$ cat src/mtx_pkg.sv
// Constants, field layout and states for the transmit command word decoder
package mtx_pkg;
   // ************************************************************
   // Command word layout: three bytes per transmit baud
   // ************************************************************
   localparam int         CMD_BYTES      = 3;
   localparam int         CMD_W          = 24;
   localparam int         FIFO_DEPTH     = 16;
   localparam int         FSK_SAMPLES    = 6;
   // Field positions within the 24-bit word (byte 0 in bits 7..0)
   localparam int         MODE_LSB       = 0;   // First byte bits 3..0
   localparam int         SIG_LSB        = 4;   // First byte bits 5..4
   localparam int         ANS_ORG_BIT    = 7;   // First byte bit 7
   localparam int         ATTEN_LSB      = 8;   // Second byte bits 4..0
   localparam int         SCRAM_BIT      = 13;  // Second byte bit 5
   localparam int         RATE_BIT       = 15;  // Second byte bit 7
   localparam int         RX_FLAG_BIT    = 16;  // Third byte bit 0
   localparam int         DATA_LSB       = 17;  // Third byte bits 6..1
   localparam int         TXEN_N_BIT     = 23;  // Third byte bit 7
   localparam logic [23:0] RSVD_MASK     = 24'h004040;
   // Transmit standards
   localparam logic [3:0] STD_OFF        = 4'h0;
   localparam logic [3:0] STD_V22BIS     = 4'h1;
   localparam logic [3:0] STD_V22        = 4'h2;
   localparam logic [3:0] STD_BELL_212_MODE       = 4'h3;
   localparam logic [3:0] STD_V23        = 4'h4;
   localparam logic [3:0] STD_V21        = 4'h5;
   localparam logic [3:0] STD_B103       = 4'h6;
   localparam logic [3:0] STD_DTMF       = 4'h7;
   // Signalling codes
   localparam logic [1:0] SIG_OFF        = 2'h0;
   localparam logic [1:0] SIG_550        = 2'h1;
   localparam logic [1:0] SIG_RSVD       = 2'h2;
   localparam logic [1:0] SIG_1800       = 2'h3;
   // Attenuation
   localparam logic [4:0] ATTEN_MAX_DB   = 5'h17;  // 23 dB
   localparam logic [4:0] ATTEN_RST      = 5'h18;  // First infinite code
   // ************************************************************
   // Timing at 20 MHz
   // ************************************************************
   localparam int         CLK_PERIOD_NS  = 50;
   localparam int         IRQ_NEG_NS     = 1000;
   localparam int         IRQ_NEG_CYC    = (IRQ_NEG_NS + CLK_PERIOD_NS - 1) / CLK_PERIOD_NS;
   // Mailbox sequencer states
   typedef enum logic [1:0] {
      MTX_IDLE  = 2'b00,
      MTX_OFFER = 2'b01,
      MTX_NEG   = 2'b10,
      MTX_XFER  = 2'b11
   } mtx_state_t;
endpackage : mtx_pkg

$ cat src/mtx_decoder.sv
// Mailbox front end, command FIFO and transmit command word decoder
`timescale 1ns/10ps
// Function
// RQ1 - Every word is exactly three mailbox bytes
// RQ2 - Commands come in, status goes out
// RQ3 - Processor serves one exchange per baud
// RQ4 - Transmit and receive words programmed independently
// RQ5 - First byte bits 3..0 pick standard
// RQ6 - First byte bits 5..4 pick guard tone
// RQ7 - Bit 7 picks answer or originate channel
// RQ8 - Attenuation 0 to 23 dB, 1 dB steps
// RQ9 - Codes 11000 to 11111 mean no output
// RQ10 - Reset forces infinite attenuation
// RQ11 - Second byte bit 5 enables scrambler
// RQ12 - Second byte bit 7 picks 600 bps
// RQ13 - Third byte bit 0 clear marks transmit
// RQ14 - Third byte bit 7 low enables transmit
// RQ15 - Symbol bits 4..1, width per standard
// RQ16 - One exchange per symbol in phase modes
// RQ17 - FSK carries six samples per exchange
// RQ18 - FSK sends bit 1 first, ascending
// RQ19 - DTMF code selects one of sixteen tones
// RQ20 - Processor writes zero to reserved bits
// RQ21 - All three bytes checked every baud
// RQ22 - Third byte bit 0 set marks receive
// RQ23 - Status read precedes command write
// RQ24 - Reserved mode or signalling disables transmitter

// ************************************************************
// Pin synchroniser: three stages, change taken when 2 and 3 agree
// ************************************************************
module mtx_sync #(parameter int W = 1, parameter logic [W-1:0] INIT = '0)
(
   input  wire logic         clock,     // System clock
   input  wire logic         rst_n,     // Synchronous-released reset
   input  wire logic [W-1:0] pin,       // Asynchronous pin
   output logic      [W-1:0] stable     // Filtered level
);
   logic [W-1:0] s1_r, s2_r, s3_r;
   // First stage is read only by the second
   always_ff @(posedge clock or negedge rst_n)
   begin
      if (!rst_n)
      begin
         s1_r <= INIT;
         s2_r <= INIT;
         s3_r <= INIT;
      end
      else
      begin
         s1_r <= pin;
         s2_r <= s1_r;
         s3_r <= s2_r;
      end
   end
   // Update each bit only when two later stages agree, rejecting glitches
   always_ff @(posedge clock or negedge rst_n)
   begin
      if (!rst_n)
         stable <= INIT;
      else
         stable <= (s2_r & ~(s2_r ^ s3_r)) | (stable & (s2_r ^ s3_r));
   end
endmodule : mtx_sync

// ************************************************************
// Command FIFO
// ************************************************************
module mtx_fifo #(parameter int WIDTH = 24, parameter int DEPTH = 16)
(
   input  wire logic             clock,      // System clock
   input  wire logic             rst_n,      // Reset, active low
   input  wire logic             in_valid,   // Word offered
   output logic                  in_ready,   // Room for a word
   input  wire logic [WIDTH-1:0] in_data,    // Word in
   output logic                  out_valid,  // Word available
   input  wire logic             out_ready,  // Consumer takes word
   output logic      [WIDTH-1:0] out_data    // Oldest word
);
   localparam int AW = $clog2(DEPTH);
   logic [WIDTH-1:0] mem [DEPTH];
   logic [AW-1:0]    wr_r, rd_r;
   logic [AW:0]      cnt_r;
   logic             push, pop;
   assign in_ready  = (cnt_r != (AW+1)'(DEPTH));
   assign out_valid = (cnt_r != '0);
   assign push      = in_valid & in_ready;
   assign pop       = out_valid & out_ready;
   assign out_data  = mem[rd_r];
   // Storage
   always_ff @(posedge clock)
   begin
      if (push)
         mem[wr_r] <= in_data;
   end
   // Pointers and fill count
   always_ff @(posedge clock or negedge rst_n)
   begin
      if (!rst_n)
      begin
         wr_r  <= '0;
         rd_r  <= '0;
         cnt_r <= '0;
      end
      else
      begin
         if (push)
            wr_r <= (wr_r == AW'(DEPTH-1)) ? '0 : wr_r + 1'b1;
         if (pop)
            rd_r <= (rd_r == AW'(DEPTH-1)) ? '0 : rd_r + 1'b1;
         cnt_r <= cnt_r + (AW+1)'(push) - (AW+1)'(pop);
      end
   end
endmodule : mtx_fifo

// ************************************************************
// Top: mailbox sequencer and decoder
// ************************************************************
module mtx_decoder
(
   input  wire logic       clock,                   // 20 MHz clock
   input  wire logic       rstn,                    // Reset pin, active low
   input  wire logic [7:0] ad_in,                   // Data bus in
   output logic      [7:0] ad_out,                  // Data bus out
   output logic            ad_oe,                   // Data bus drive enable
   input  wire logic       sr_w,                    // High read, low write
   input  wire logic       sds_n,                   // Data strobe
   input  wire logic       cs_n,                    // Chip select
   input  wire logic       rs,                      // Register select
   output logic            irq_n,                   // Mailbox handshake
   input  wire logic       tx_baud_tick,            // Transmit baud pulse
   input  wire logic       fsk_tx_sample_clock,     // 7.2 kHz sample pulse
   output logic [3:0]      tx_standard,             // Active standard
   output logic [1:0]      guard_tone_sel,          // Signalling code
   output logic            answer_originate_select, // 1 originate, low channel
   output logic [4:0]      atten_db,                // Attenuation in dB
   output logic            atten_infinite,          // No transmit output
   output logic            scrambler_enable,        // Scrambler in path
   output logic            low_rate_600,            // V.22 at 600 bps
   output logic            dtmf_single_tone,        // DTMF single tone
   output logic            dtmf_low_tone,           // Single tone is low one
   output logic [3:0]      dtmf_code,               // Tone select
   output logic [3:0]      symbol_bits,             // Symbol data
   output logic [2:0]      symbol_width,            // Symbol bits in use
   output logic            first_tx_sample_bit,     // First FSK sample
   output logic            fsk_tx_bit,              // Serial FSK sample
   output logic            line_active,             // Transmitter drives line
   output logic            cmd_error                // Reserved bit set or reserved mode or signalling code
);
   import mtx_pkg::*;

   logic             rs1_r, rst_q;
   logic [11:0]      pins_s;
   logic             sds_q, sdsn_prev_r, strobe;
   logic [7:0]       din_s;
   logic             rw_s, cs_s, rs_s;
   mtx_state_t       state_r;
   logic [4:0]       neg_cnt_r;
   logic [2:0]       idx_r;
   logic [15:0]      cmd_lo_r;
   logic             dummy_r;
   logic             cmd_push, fifo_ready, fifo_valid, pop;
   logic [CMD_W-1:0] cmd_word, w;
   logic [5:0]       fsk_sh_r;
   logic             legal;
   logic             decoded_r;

   // ************************************************************
   // Reset release and pin synchronisers
   // ************************************************************
   // Two-flop release keeps reset removal clean
   always_ff @(posedge clock or negedge rstn)
   begin
      if (!rstn)
      begin
         rs1_r <= 1'b0;
         rst_q <= 1'b0;
      end
      else
      begin
         rs1_r <= 1'b1;
         rst_q <= rs1_r;
      end
   end

   mtx_sync #(.W(12), .INIT(12'he00)) u_sync
   (
      .clock  (clock),
      .rst_n  (rst_q),
      .pin    ({cs_n, sds_n, sr_w, rs, ad_in}),
      .stable (pins_s)
   );
   assign cs_s  = pins_s[11];
   assign sds_q = pins_s[10];
   assign rw_s  = pins_s[9];
   assign rs_s  = pins_s[8];
   assign din_s = pins_s[7:0];

   // Strobe falling edge with chip selected marks one bus access
   always_ff @(posedge clock or negedge rst_q)
   begin
      if (!rst_q)
         sdsn_prev_r <= 1'b1;
      else
         sdsn_prev_r <= sds_q;
   end
   assign strobe = sdsn_prev_r & ~sds_q & ~cs_s;

   // ************************************************************
   // Mailbox sequencer
   // ************************************************************
   // Offer only when the FIFO has room, so a full FIFO stalls the processor
   always_ff @(posedge clock or negedge rst_q)
   begin
      if (!rst_q)
      begin
         state_r   <= MTX_IDLE;
         neg_cnt_r <= '0;
         idx_r     <= '0;
      end
      else
      begin
         unique case (state_r)
            MTX_IDLE:
               if (tx_baud_tick && fifo_ready)   // RQ3
                  state_r <= MTX_OFFER;
            MTX_OFFER:
               if (strobe && rw_s && !rs_s)
               begin
                  state_r   <= MTX_NEG;
                  neg_cnt_r <= 5'(IRQ_NEG_CYC - 1);
               end
            MTX_NEG:
               if (neg_cnt_r == '0)
               begin
                  state_r <= MTX_XFER;
                  idx_r   <= '0;
               end
               else
                  neg_cnt_r <= neg_cnt_r - 1'b1;
            MTX_XFER:
               if (strobe && rw_s && rs_s)
                  state_r <= MTX_IDLE;
               else if (strobe && idx_r < 3'h6)
               begin
                  // Three reads then three writes; out-of-order accesses are dropped
                  if ((idx_r < 3'h3) == rw_s)   // RQ23
                     idx_r <= idx_r + 1'b1;
               end
         endcase
      end
   end
   assign irq_n = (state_r != MTX_OFFER) && (state_r != MTX_NEG);

   // Status bytes out: byte 2 bit 0 clear marks a transmit status
   always_ff @(posedge clock or negedge rst_q)
   begin
      if (!rst_q)
         ad_out <= 8'h00;
      else if (strobe && rw_s && state_r == MTX_XFER)
      begin
         unique case (idx_r)
            3'h0:    ad_out <= {4'h0, tx_standard};   // RQ2
            3'h1:    ad_out <= {3'h0, atten_db};
            default: ad_out <= 8'h00;
         endcase
      end
   end
   assign ad_oe = (state_r == MTX_XFER) && !cs_s && rw_s && !sds_q && !rs_s;

   // Command bytes gathered; the first exchange after reset is a dummy
   always_ff @(posedge clock or negedge rst_q)
   begin
      if (!rst_q)
      begin
         cmd_lo_r <= '0;
         dummy_r  <= 1'b1;
      end
      else if (strobe && !rw_s && state_r == MTX_XFER)
      begin
         if (idx_r == 3'h3)
            cmd_lo_r[7:0] <= din_s;
         if (idx_r == 3'h4)
            cmd_lo_r[15:8] <= din_s;
         if (idx_r == 3'h5)
            dummy_r <= 1'b0;
      end
   end
   assign cmd_word = {din_s, cmd_lo_r};
   // Only a full three-byte transmit word is queued; receive words pass by
   assign cmd_push = strobe && !rw_s && state_r == MTX_XFER && idx_r == 3'h5
                     && !dummy_r && !din_s[0];   // RQ1 RQ13 RQ22

   mtx_fifo #(.WIDTH(CMD_W), .DEPTH(FIFO_DEPTH)) u_fifo
   (
      .clock     (clock),
      .rst_n     (rst_q),
      .in_valid  (cmd_push),
      .in_ready  (fifo_ready),
      .in_data   (cmd_word),
      .out_valid (fifo_valid),
      .out_ready (tx_baud_tick),
      .out_data  (w)
   );
   assign pop = fifo_valid & tx_baud_tick;   // RQ16

   // ************************************************************
   // Decoder: whole word checked and applied once per baud
   // ************************************************************
   assign legal = !w[MODE_LSB+3] && (w[SIG_LSB +: 2] != SIG_RSVD);   // RQ24

   always_ff @(posedge clock or negedge rst_q)
   begin
      if (!rst_q)
      begin
         tx_standard             <= STD_OFF;
         guard_tone_sel          <= SIG_OFF;
         answer_originate_select <= 1'b0;
         atten_db                <= ATTEN_RST;
         atten_infinite          <= 1'b1;   // RQ10
         scrambler_enable        <= 1'b0;
         low_rate_600            <= 1'b0;
         dtmf_single_tone        <= 1'b0;
         dtmf_low_tone           <= 1'b0;
         dtmf_code               <= 4'h0;
         symbol_bits             <= 4'h0;
         symbol_width            <= 3'h0;
         first_tx_sample_bit     <= 1'b0;
         line_active             <= 1'b0;
         cmd_error               <= 1'b0;
         decoded_r               <= 1'b0;
      end
      else if (pop)   // RQ21
      begin
         decoded_r               <= 1'b1;
         tx_standard             <= legal ? w[MODE_LSB +: 4] : STD_OFF;   // RQ5
         guard_tone_sel          <= legal ? w[SIG_LSB +: 2] : SIG_OFF;    // RQ6
         answer_originate_select <= w[ANS_ORG_BIT] && w[MODE_LSB +: 4] != STD_DTMF;   // RQ7
         dtmf_low_tone           <= w[ANS_ORG_BIT] && w[MODE_LSB +: 4] == STD_DTMF;
         atten_db                <= w[ATTEN_LSB +: 5];   // RQ8
         atten_infinite          <= w[ATTEN_LSB +: 5] > ATTEN_MAX_DB;   // RQ9
         scrambler_enable        <= w[SCRAM_BIT];   // RQ11
         low_rate_600            <= w[RATE_BIT] && w[MODE_LSB +: 4] != STD_DTMF;   // RQ12
         dtmf_single_tone        <= w[RATE_BIT] && w[MODE_LSB +: 4] == STD_DTMF;
         dtmf_code               <= w[DATA_LSB +: 4];   // RQ19
         symbol_bits             <= w[DATA_LSB +: 4];   // RQ15
         first_tx_sample_bit     <= w[DATA_LSB];        // RQ17
         cmd_error               <= (w & RSVD_MASK) != '0 || !legal;   // RQ20
         line_active             <= legal && w[MODE_LSB +: 4] != STD_OFF
                                    && w[ATTEN_LSB +: 5] <= ATTEN_MAX_DB
                                    && !w[TXEN_N_BIT];   // RQ14
         unique case (w[MODE_LSB +: 4])
            STD_V22BIS: symbol_width <= 3'h4;   // RQ15
            STD_V22:    symbol_width <= w[RATE_BIT] ? 3'h1 : 3'h2;
            STD_BELL_212_MODE:   symbol_width <= 3'h2;
            default:    symbol_width <= 3'h0;
         endcase
      end
   end

   // FSK samples leave lowest bit first at the sample clock
   always_ff @(posedge clock or negedge rst_q)
   begin
      if (!rst_q)
         fsk_sh_r <= '0;
      else if (pop)
         fsk_sh_r <= w[DATA_LSB +: FSK_SAMPLES];   // RQ17
      else if (fsk_tx_sample_clock)
         fsk_sh_r <= {1'b0, fsk_sh_r[5:1]};   // RQ18
   end
   assign fsk_tx_bit = fsk_sh_r[0];
endmodule : mtx_decoder

$ cat config.mk
export PLATFORM = sky130hd
export DESIGN_NAME = mtx_decoder
export DESIGN_NICKNAME = d
export VERILOG_FILES = /design/src/mtx_pkg.sv /design/src/mtx_decoder.sv
export SDC_FILE = /design/constraint.sdc
export NUM_CORES = 1
export LEC_CHECK = 0
export BUFFER_PORTS_ARGS = -buffer_cell sky130_fd_sc_hd__buf_2
export CORE_ASPECT_RATIO = 1.1
export CORE_MARGIN = 5
export CORE_UTILIZATION = 36
export CTS_BUF_LIST = sky130_fd_sc_hd__clkbuf_4 sky130_fd_sc_hd__clkbuf_8
export CTS_CLUSTER_SIZE = 40
export DETAILED_ROUTE_END_ITERATION = 16
export PLACE_DENSITY_LB_ADDON = 0.12
export SETUP_SLACK_MARGIN = 0.15
export SLEW_MARGIN = 20
export SYNTH_ARGS = -nofsm -noshare
export SYNTH_HDL_FRONTEND = slang
export SYNTH_HIERARCHICAL = 1
export SYNTH_SLANG_ARGS = --single-unit
$ cat constraint.sdc
create_clock -name clock -period 9.2 [get_ports clock]
set_input_delay 1.84 -clock clock [delete_from_list [all_inputs] [get_ports clock]]
set_output_delay 1.84 -clock clock [all_outputs]
set_load 0.02 [all_outputs]
## After elaboration in Yosys (flattened, before gate mapping)

Memory sizes are Yosys's and may differ from the RTL's.
Cells that the tools add are included.

| word-level totals | value |
|---|---|
| register bits after elaboration | 132 |
| bits in writable memories | 384 |
| input port bits | 16 |
| output and inout bits | 42 |
| memories | 1 |

| operators by class | value |
|---|---|
| $add $sub $neg | 6 |
| order comparisons | 4 |
| equal/unequal tests | 27 |
| mux-type cells | 24 |
| bitwise gates (word level) | 11 |
| reductions and logical operators | 49 |

Memory list:

| name | words | bits a word | rd ports | clocked after memory_dff | wr ports | RTL line | RTL |
|---|---|---|---|---|---|---|---|
| u_fifo.mem | 16 | 24 | 1 | 0 | 1 | mtx_decoder.sv:81 | `logic [WIDTH-1:0] mem [DEPTH];` |

Operators with widths:

| cell | count |
|---|---|
| bitwise AND 12 bit | 2 |
| logical AND 1 bit | 24 |
| nonzero test 24 bit | 1 |
| != test 2 bit (second input constant) | 10 |
| case mux 5 bit (2 select lines) | 2 |
| two-way mux 2 bit | 6 |
| two-way mux 3 bit | 4 |
| two-way mux 4 bit | 3 |
| two-way mux 6 bit | 2 |
| NOT 12 bit | 1 |
| bitwise OR 12 bit | 1 |
| XOR 12 bit | 1 |
| two-way mux 5 bit | 2 |
| logical NOT 1 bit | 9 |
| case mux 3 bit (3 select lines) | 1 |
| adder 4 x 1 -> 4 bit (second input constant) | 2 |
| equality test 4 x 2 -> 1 bit (second input constant) | 2 |
| equality test 4 bit (second input constant) | 2 |
| case mux 2 bit (4 select lines) | 1 |
| equality test 3 bit (second input constant) | 2 |
| case mux 3 bit (2 select lines) | 1 |
| AND reduction 2 bit | 3 |
| nonzero test 2 bit | 3 |
| adder 5 x 1 -> 5 bit | 1 |
| 29 further kinds | 35 |

## Depth between registers and ports, before layout

Gate-level depths: netlist of the first run.

| logic depth | value |
|---|---|
| depth in word-level cells | 11 |
| depth in mapped cells | 18 |
| mapped depth without buffers | 15 |

## Modules after synthesis

The synthesis of the first run kept the hierarchy.

By module, submodules not included:

| module | instances | cells an instance | area an instance (um^2) | seq. area each (um^2) |
|---|---|---|---|---|
| mtx_fifo | 1 | 785 | 15592.5 | 11856.4 |
| mtx_decoder | 1 | 292 | 3189.3 | 1682.9 |
| mtx_sync | 1 | 60 | 1351.3 | 1216.2 |

## Worst setup path after synthesis of the first run

Ideal clock, no wire load.

| timing | value |
|---|---|
| path kind | reg2reg |
| from | register idx_r[1] |
| to | memory u_fifo.mem[7][0] (enable) |
| setup time | 0.440 ns |
| arrival time | 3.414 ns |
| data required time | 8.760 ns |
| setup slack | 5.346 ns |
| stages on the path, launching flop included | 10 |
| buffers on the path | 2 |
| period minus slack after synthesis | 3.854 ns |
| path through | dfrtp_1 -> clkbuf_1 -> inv_1 -> ha_1 -> nand3b_1 -> nor4_1 -> and2_1 -> clkbuf_1 -> nand2_1 -> nor3b_1 |

| on the way | value |
|---|---|
| cells in the longest elaborated chain, start to end | 7 |

Ends and longest elaborated chain:

| element | RTL line | RTL |
|---|---|---|
| start: declaration | mtx_decoder.sv:159 | `logic [2:0] idx_r;` |
| start signal: assignment | mtx_decoder.sv:248 | `idx_r <= idx_r + 1'b1;` |
| equality test 3 bit | mtx_decoder.sv:291 | `assign cmd_push = strobe && !rw_s && state_r == MTX_XFER && idx_r == 3'h5` |
| logical AND 1 bit | mtx_decoder.sv:291 |  |
| logical AND 1 bit (2 in a row) | mtx_decoder.sv:292 | `&& !dummy_r && !din_s[0];` |
| via cmd_push | mtx_decoder.sv:162 | `logic cmd_push, fifo_ready, fifo_valid, pop;` |
| bitwise AND 1 bit | mtx_decoder.sv:87 | `assign push = in_valid & in_ready;` |
| two-way mux 1 bit | mtx_decoder.sv:93 | `if (push)` |
| two-way mux 1 bit (implied by the code) | mtx_decoder.sv:94 | `mem[wr_r] <= in_data;` |
| end: declaration | mtx_decoder.sv:81 |  |

The timed path passes the listed nets, and every way through them passes these cells.

==> out/summary.txt, run 1 <==
CTS tree - done
Routed len/inst - 22.9 um
CP max FO - 12
Syn avg cell area - 17.6 um^2
Global route total overflow - 0
Rel. slew slack - 30.8%
Sequential Power Share - 44.0%
Crit share post-route - 43.1%
Initial Util - 36.4%
Most crowded layer after global routing - met2
Top Ports - 58
Clock slew at reported path FFs - 0.06 ns
Setup Fix Bufs, Post-CTS - 0
Peak supply drop - 0.000105 V
Critical R2R Launch - u_fifo/rd_r[0]
DP HPWL - 26000 um
FP Rows - 89
Initial drt markers - 565
RSZ-0062 raised after global routing - no
Gr usage total - 15.6%
DR pass1 iterations - 4
Fillers - 4909
Status - complete, no violations
Total CTS buffers - 86
Area taken by multi-input logic gates - 4800 um^2
Pleak - 8.23 nW
Critical path class - flop to output port
Final min period - 3.97 ns
Clock Tree Buf Depth - 3
Area after DPL - 20600 um^2
Share of cells above drive strength 1 - 25.7%
Clock Latency Late Sink - 0.65 ns
Core area - 53700 um^2
ANT nets after route - 0
Pwr dens - 274 nW/um^2
Worst setup EP type - output port
Met1 GRT Util - 20.3%
Post-route DRC - 0
CTS root buf - clkbuf_8
Chip height - 254 um
FF-to-FF path depth - 6
First-pass GRT wire length - 68100 um
Post-Route Utilization - 41.5%
Initial antenna violation count - 1
Vias/cell - 5.13
Worst-Margin Slew - 1.03 ns
Hold crit path type - flop to flop
Met3 usage - 3.20%
Met2 Use GR - 25.8%
Number of cells on the worst hold path - 0
DRT Wirelength - 46000 um
Worst path required time - 7.36 ns
Clock skew - 0.0263 ns
H-tree Lvls - 3
CP Launch Type - flop
Synthesized instance count - 1110
Sw power - 1.93 mW
Hold EP - u_sync/s2_r[0]
Die area - 59000 um^2
Fin. Hold Viols - 0
CTS Sinks - 496
CP arrival - 2.13 ns
Mapped Area - 19500 um^2
PostCTS Resize Cnt - 0
Cts hold-fix bufs - 0
Switching portion of total power - 31.6%
Register Area - 14300 um^2
Number of port buffers - 54
R2R Setup Slk - 5.50 ns
Comb pwr share - 23.4%
Area growth from synthesis to layout - 14.1%
Vias post-DR - 10300
TNS Setup - 0 ns
Nets - 1251
Yosys warns - 6
Routability cong. - 0.738
Final-report max-slew violation count - 0
Max-Cap Viols - 0
Number of global-route vias before repair - 10600
Die Width - 232 um
Min-delay src - u_sync/s1_r[0]
Clk pwr share - 32.6%
Final instance area - 22300 um^2
Final setup fails - 0
Pint - 4.19 mW
Reg2reg end - line_active
Fmax - 252 MHz
Largest net degree at the start of global routing - 106
## per-layer routing
metal	vias to the layer above	wire length [um]
li1	4600	-
met1	5407	20200
met2	234	22500
met3	75	2130
met4	0	1190
met5	-	0
## final cells by class
type	instances	area share, %
Antenna cell	1	0.0112
Clock buffer	133	7.20
Clock inverter	22	0.545
Inverter	22	0.371
Multi-Input combinational cell	528	21.6
Sequential cell	496	64.1
Tap cell	728	4.09
Timing Repair Buffer	80	2.14
## flip-flops by register name (all words and copies together), names as in the netlist, 4 cells and up, named ones only
name,cells
cmd_lo_r,16
u_fifo/cnt_r,5
u_sync/s1_r,12
atten_db,5
u_sync/s2_r,12
u_sync/s3_r,12
ad_out,5
fsk_sh_r,6
u_fifo/rd_r,4
u_fifo/wr_r,4
symbol_bits,4
u_fifo/mem,368
tx_standard,4
neg_cnt_r,5
## cells in the final DEF, fill, tap and decap left out, drive strengths merged, types with 3 or more instances in the layout
cell    count
edfxtp    368
maj3       12
a221oi     46
a21boi      3
nor2        6
and4        3
nand4       3
nor2b       4
a22o        4
xnor2       4
buf        80
dfstp      17
conb        4
mux4       46
mux2       17
mux2i      99
o41ai       7
clkbuf    133
a21oi       7
nor3b       4
dfrtp     111
nand2      90
a22oi      28
and2        8
nand3b      3
ha         20
a21o        7
nor4b       3
nor3        8
nand3       6
o21ai      43
and3        9
o211ai      3
clkinv     16
inv        26
## worst max-delay path: stages (launching register included)
cell     delay [ns]
dfstp_2        0.68
nor2b_1        0.33
nand2_1        0.09
nor3_1         0.17
buf_2          0.20
## stage by stage
stage                     setup WS [ns]  hold slack, ns  power (mW)  cells
after global placement             5.53           0.333        4.19   1854
after detailed placement           5.51           0.336        4.19   1854
after CTS                          5.10           0.348        6.22   2009
final                              5.23           0.346        6.12   2010
after floorplan                    5.40           0.331        3.77   1112
after global routing               5.06           0.360        6.44   2010
## worst max-delay path by stage
stage | startpoint | to | slack (ns) | cells after the start
after floorplan | rst_q | ad_out[0] | 5.40 | 0
after global placement | u_fifo/rd_r[0] | line_active | 5.53 | 6
after detailed placement | u_fifo/rd_r[0] | line_active | 5.51 | 6
after CTS | flop | ad_oe | 5.10 | 4
after global routing | flop | ad_oe | 5.06 | 4
final | flop | ad_oe | 5.23 | 4
## power by group through the flow
stage	Clock [mW]	Combinational [mW]	Sequential [mW]
floorplan	0	1.06	2.71
global route	2.17	1.56	2.72
CTS	2.07	1.45	2.70
finish	1.99	1.43	2.69
global placement	0	1.44	2.74
detailed placement	0	1.45	2.75
(Power assumes the default switching activity.)
==> inputs of run 2 (changes only) <==
- ABC_AREA: unset -> 1
- clock period: 9.2 -> 4.1 ns (I/O delays scaled with it)
==> run 2 against run 1 <==
Compared with the run above: sequential share of layout area decreased by 3.4 points; sequential power increased by 120%; via count rose by 30%; combinational power grew to 3.1 times the previous value; total power increased by 140%; first-iteration DRC count up 32%; routed wire length up 16%; clock power is 130% higher; cell area up 5.7%; clock skew grew 0.0065 ns; flip-flop and latch count stayed put; critical endpoint is now u_fifo/mem[13][5].
==> out/summary.txt, run 2 <==
Status - complete, no violations
Worst path required time - 4.37 ns (-2.99 ns)
CP arrival - 3.45 ns (+1.32 ns)
RSZ-0062 raised after global routing - no
Core area - 57200 um^2 (+6.6%)
Fmax - 314 MHz
Final-report max-slew violation count - 0 (unchanged)
Clock slew at reported path FFs - 0.06 ns (about the same)
Sequential Power Share - 40.4% (-3.6 points)
Chip height - 262 um (+3.0%)
Number of global-route vias before repair - 13300 (+25%)
FP Rows - 92 (+3.4%)
Max-Cap Viols - 0 (unchanged)
Share of cells above drive strength 1 - 13.1% (-13 points)
CP Launch Type - flop
Yosys warns - 6 (unchanged)
Nets - 2120 (+69%)
Pwr dens - 633 nW/um^2 (+130%)
Met2 Use GR - 28.6% (+2.8 points)
Peak supply drop - 0.000233 V (+120%)
Met1 GRT Util - 21.6% (+1.3 points)
Initial drt markers - 744 (+32%)
Min-delay src - sds_n
First-pass GRT wire length - 80700 um (+19%)
Routability cong. - 0.807 (+9.4%)
DR pass1 iterations - 8 (+4)
Total CTS buffers - 86 (unchanged)
PostCTS Resize Cnt - 0 (unchanged)
Worst-Margin Slew - 0.868 ns (-0.165 ns)
Switching portion of total power - 37.1% (+5.6 points)
DRT Wirelength - 53200 um (+16%)
ANT nets after route - 0 (unchanged)
Hold crit path type - input pin to flop
Commonest non-fill, non-tap cell in the layout - nand2_1
Most crowded layer after global routing - met2
Commonest non-fill, non-tap cells in the layout - nand2_1, edfxtp_1, inv_1
Biggest register - u_fifo/mem
Hold slack - 0.267 ns (-0.0787 ns)
Clock Latency Late Sink - 0.65 ns (about the same)
Fillers - 5501 (+12%)
Power Total - 14.9 mW (+140%)
Critical R2R Launch - state_r[0]
Rel. slew slack - 42.0% (+11 points)
Initial antenna violation count - 2 (+1)
Number of port buffers - 54 (unchanged)
Syn avg cell area - 10.4 um^2 (-41%)
Pint - 9.38 mW (+120%)
Clock Tree Buf Depth - 3 (unchanged)
Crit share post-route - 77.6%
DP HPWL - 33300 um (+28%)
Synthesized instance count - 2008 (+81%)
Fin. Hold Viols - 0 (unchanged)
Met3 usage - 3.03% (-0.16 points)
H-tree Lvls - 3 (unchanged)
CTS Sinks - 496 (unchanged)
CP max FO - 23 (+11)
Final setup fails - 0 (unchanged)
Global route total overflow - 0 (unchanged)
Clk pwr share - 30.2% (-2.4 points)
CTS tree - done
Die area - 62700 um^2 (+6.1%)
Post-route DRC - 0 (unchanged)
Worst setup EP type - flop
Vias/cell - 4.61 (-10%)
Initial Util - 36.3% (-0.058 points)
Vias post-DR - 13400 (+30%)
Crit path from - state_r[0]
Number of flip-flops in the largest register - 368 (unchanged)
Comb pwr share - 29.4% (+6.0 points)
TNS Setup - 0 ns (unchanged)
R2R Setup Slk - 0.92 ns (-4.58 ns)
Clock skew - 0.0328 ns (+0.00651 ns)
Routed len/inst - 18.3 um (-20%)
Die Width - 239 um (+3.0%)
Final min period - 3.18 ns
Pleak - 10.1 nW (+23%)
Critical path class - flop to flop
Sw power - 5.54 mW (+190%)
Top Ports - 58 (unchanged)
CTS root buf - clkbuf_8
Top Registers - u_fifo/mem (368), cmd_lo_r (16)
Area growth from synthesis to layout - 13.3%
Mapped Area - 20800 um^2 (+6.4%)
Gr usage total - 16.9% (+1.4 points)
Largest net degree at the start of global routing - 89 (-16%)
-- run 2: through the flow --
stage	util [%]	std cells	cell area, um^2	setup WS, ns
2_1_floorplan	-	2010	20800	0.300
3_3_place_gp	38.1	2745	21800	0.940
3_5_place_dp	38.1	2745	21800	0.882
4_1_cts	41.1	2902	23500	0.857
5_1_grt	41.2	2905	23600	0.705
6_report	41.2	2905	23600	0.919
-- run 2: worst paths after layout --
path / cells past startpoint / end
min in group asynchronous: 0 / u_sync/s1_r[4]
min: 1 / u_sync/s1_r[10]
max in group asynchronous: 2 / atten_infinite
max reg2reg: 9 / u_fifo/mem[13][5]
max: 9 / u_fifo/mem[13][5]
min reg2reg: 0 / u_sync/s1_r[4]
-- run 2: final cells by class --
cell class	count	area, um^2	share of cell area (%)
Multi-Input combinational cell	1201	5280	22.4
Inverter	225	847	3.60
Antenna cell	2	5.00	0.0212
Clock inverter	28	179	0.760
Clock buffer	128	1550	6.58
Tap cell	752	941	3.99
Sequential cell	496	14300	60.6
Timing Repair Buffer	73	465	1.98
-- run 2: repair_timing --
action / 4_1_cts / 5_1_grt
setup buffers: 0 / 0
hold buffers: 1 / 0
hold endpoints to repair: 2 / 0
-- run 2: worst max-delay path: stages, from the launching register on --
cell     delay [ns]
dfrtp_1        0.40
ha_1           0.25
inv_2          0.11
nor3_4         0.24
nand3_1        0.13
nor3_1         0.21
nand2_2        0.18
inv_1          0.19
nand2_1        0.30
nor2_4         0.74
-- run 2: power by group through the flow --
| stage | combinational (mW) | sequential, mW | clock [mW] |
|---|---|---|---|
| floorplan | 2.90 | 6.11 | 0 |
| global placement | 4.46 | 6.13 | 0 |
| detailed placement | 4.46 | 6.13 | 0 |
| CTS | 4.47 | 6.04 | 4.68 |
| global route | 4.91 | 6.08 | 4.91 |
| finish | 4.38 | 6.03 | 4.50 |
-- run 2: per-layer routing --
| layer | part of all wire [%] | vias to the layer above |
|---|---|---|
| met1 | 43 | 6455 |
| met3 | 4.2 | 77 |
| met2 | 50 | 252 |
| met4 | 3.4 | 0 |
| met5 | 0 | - |
| li1 | - | 6612 |
==> inputs of run 3 (changes only) <==
- clock period: 4.1 -> 2.56 ns (I/O delays scaled with it)
==> run 3 against run 2 <==
Compared with the run above: flip-flop and latch count is the same; die area unchanged; maximum frequency grew 32%; setup slack lost 0.78 ns; via count grew 4.2%; sequential power up 57%; register-to-register slack worse by 0.78 ns; total power up 63%; cell area rose by 6.3%; worst hold slack got worse by 0.096 ns; largest cell class unchanged.
==> out/summary.txt, run 3 (synthesis results as in run 2) <==
Status - complete, no violations
Initial antenna violation count - 1 (-1)
CP arrival - 2.78 ns (-0.67 ns)
CP max FO - 6 (-74%)
Routed len/inst - 18.9 um (+3.4%)
Clock Latency Late Sink - 0.66 ns (about the same)
Peak supply drop - 0.000504 V (+120%)
Die Width - 239 um (unchanged)
Post-Route Utilization - 43.8% (+2.6 points)
Clock skew - 0.0296 ns (-0.00323 ns)
Fmax - 414 MHz (+32%)
Fillers - 5477 (-0.44%)
DRT Wirelength - 57200 um (+7.4%)
Crit path from - sdsn_prev_r
Top Ports - 58 (unchanged)
CTS tree - done
Vias post-DR - 14000 (+4.2%)
FF-to-FF path depth - 12 (+3)
Non-Filler Instances - 3017 (+3.9%)
Area taken by multi-input logic gates - 5390 um^2 (+2.0%)
TNS Setup - 0 ns (unchanged)
Fin. Hold Viols - 0 (unchanged)
Register Area - 14300 um^2 (unchanged)
Number of flip-flops in the largest register - 368 (unchanged)
Max-Cap Viols - 0 (unchanged)
CTS root buf - clkbuf_8
Worst slack, placed - -0.0727 ns (-0.955 ns)
DR pass1 iterations - 5 (-3)
Reg2reg end - u_fifo/mem[0][17]
Post-route setup slack - 0.143 ns (-0.776 ns)
ANT nets after route - 0 (unchanged)
Global route total overflow - 0 (unchanged)
Chip height - 262 um (unchanged)
Final instance area - 25000 um^2 (+6.3%)
Critical R2R Launch - sdsn_prev_r
RSZ-0062 raised after global routing - yes
Commonest non-fill, non-tap cell in the layout - nand2_1
Commonest non-fill, non-tap cells in the layout - nand2_1, edfxtp_1, inv_1
FP Rows - 92 (unchanged)
Dpl cells - 2821 (+2.8%)
Largest net degree at the start of global routing - 66 (-26%)
Initial drt markers - 952 (+28%)
Gr usage total - 18.0% (+1.1 points)
CTS Sinks - 496 (unchanged)
Share of cells above drive strength 1 - 17.2% (+4.2 points)
Post-route DRC - 0 (unchanged)
Hold crit path type - input pin to async pin
Die area - 62700 um^2 (unchanged)
Worst setup EP type - flop
Core area - 57200 um^2 (unchanged)
Final-report max-slew violation count - 0 (unchanged)
Number of port buffers - 54 (unchanged)
Area after DPL - 22700 um^2 (+4.2%)
CP endpoint - u_fifo/mem[0][17]
Initial Util - 36.3% (unchanged)
Nets - 2231 (+5.2%)
Power Total - 24.4 mW (+63%)
Number of global-route vias before repair - 13900 (+4.6%)
First-pass GRT wire length - 85300 um (+5.6%)
Pleak - 10.9 nW (+7.2%)
DP HPWL - 35300 um (+6.0%)
Hold slack - 0.171 ns (-0.0961 ns)
Worst-Margin Slew - 0.846 ns (-0.0226 ns)
Area growth from synthesis to layout - 20.5%
Critical path class - flop to flop
Final setup fails - 0 (unchanged)
Total CTS buffers - 85 (-1.2%)
Clock Tree Buf Depth - 3 (unchanged)
Crit share post-route - 94.4% (+17 points)
Top Registers - u_fifo/mem (368), cmd_lo_r (16)
Clock slew at reported path FFs - 0.06 ns (about the same)
Biggest register - u_fifo/mem
Pwr dens - 973 nW/um^2 (+54%)
H-tree Lvls - 3 (unchanged)
CP Launch Type - flop
Routability cong. - 0.792 (-1.8%)
Rel. slew slack - 43.6% (+1.6 points)
R2R Setup Slk - 0.14 ns (-0.78 ns)
Worst path required time - 2.92 ns (-1.45 ns)
Vias/cell - 4.63 (+0.31%)
Final min period - 2.42 ns (-0.764 ns)
## run 3: how the worst min path moves through the flow
stage | start | end | depth (start not counted)
2_1_floorplan | rstn | rs1_r | 0
3_3_place_gp | rstn | rs1_r | 1
3_5_place_dp | rstn | rs1_r | 1
4_1_cts | rstn | rst_q | 2
5_1_grt | rstn | rst_q | 2
6_report | rstn | rst_q | 2
## run 3: report_power, final
| part | switching, mW | total, mW | internal (mW) | leakage [nW] |
|---|---|---|---|---|
| sequential | 0.391 | 9.48 | 9.09 | 4.97 |
| combinational | 5.32 | 7.84 | 2.52 | 5.02 |
| clock | 3.26 | 7.04 | 3.78 | 0.884 |
| total | 8.97 | 24.4 | 15.4 | 10.9 |
## run 3: layout make-up
| cell class | count | area share [%] |
|---|---|---|
| Clock buffer | 114 | 5.59 |
| Tap cell | 752 | 3.76 |
| Antenna cell | 1 | 0.00999 |
| Multi-Input combinational cell | 1201 | 21.5 |
| Timing Repair Buffer | 185 | 7.65 |
| Sequential cell | 496 | 57.0 |
| Clock inverter | 43 | 1.05 |
| Inverter | 225 | 3.40 |
## run 3: worst max-delay path, stage by stage, from the launching register on
cell and delay [ns]:
dfstp_2 0.55, nand2_4 0.06, nor3_4 0.19, nand3_2 0.10, nor3_2 0.13, nand2_2 0.09, buf_4 0.17, clkinvlp_4 0.11
buf_6 0.12, nand2_4 0.09, nor2_4 0.15, buf_12 0.16, clkbuf_16 0.18
## run 3: timing repair
item | in CTS | in global routing
hold buffers | 13 | 0
endpoints found under the hold margin | 14 | 0
buffers inserted | 7 | 8
pin swaps | 10 | 13
gates cloned | 2 | 8
endpoints found under the setup margin | 312 | 356
gates resized for setup | 24 | 16
## run 3: metal layers
metal / track usage [%] / part of all wire (%) / vias up
met2: 29.0 / 48 / 308
met3: 3.06 / 4.6 / 83
met4: 8.15 / 3.7 / 0
met5: 0 / 0 / -
met1: 24.2 / 44 / 6710
li1: - / - / 6854
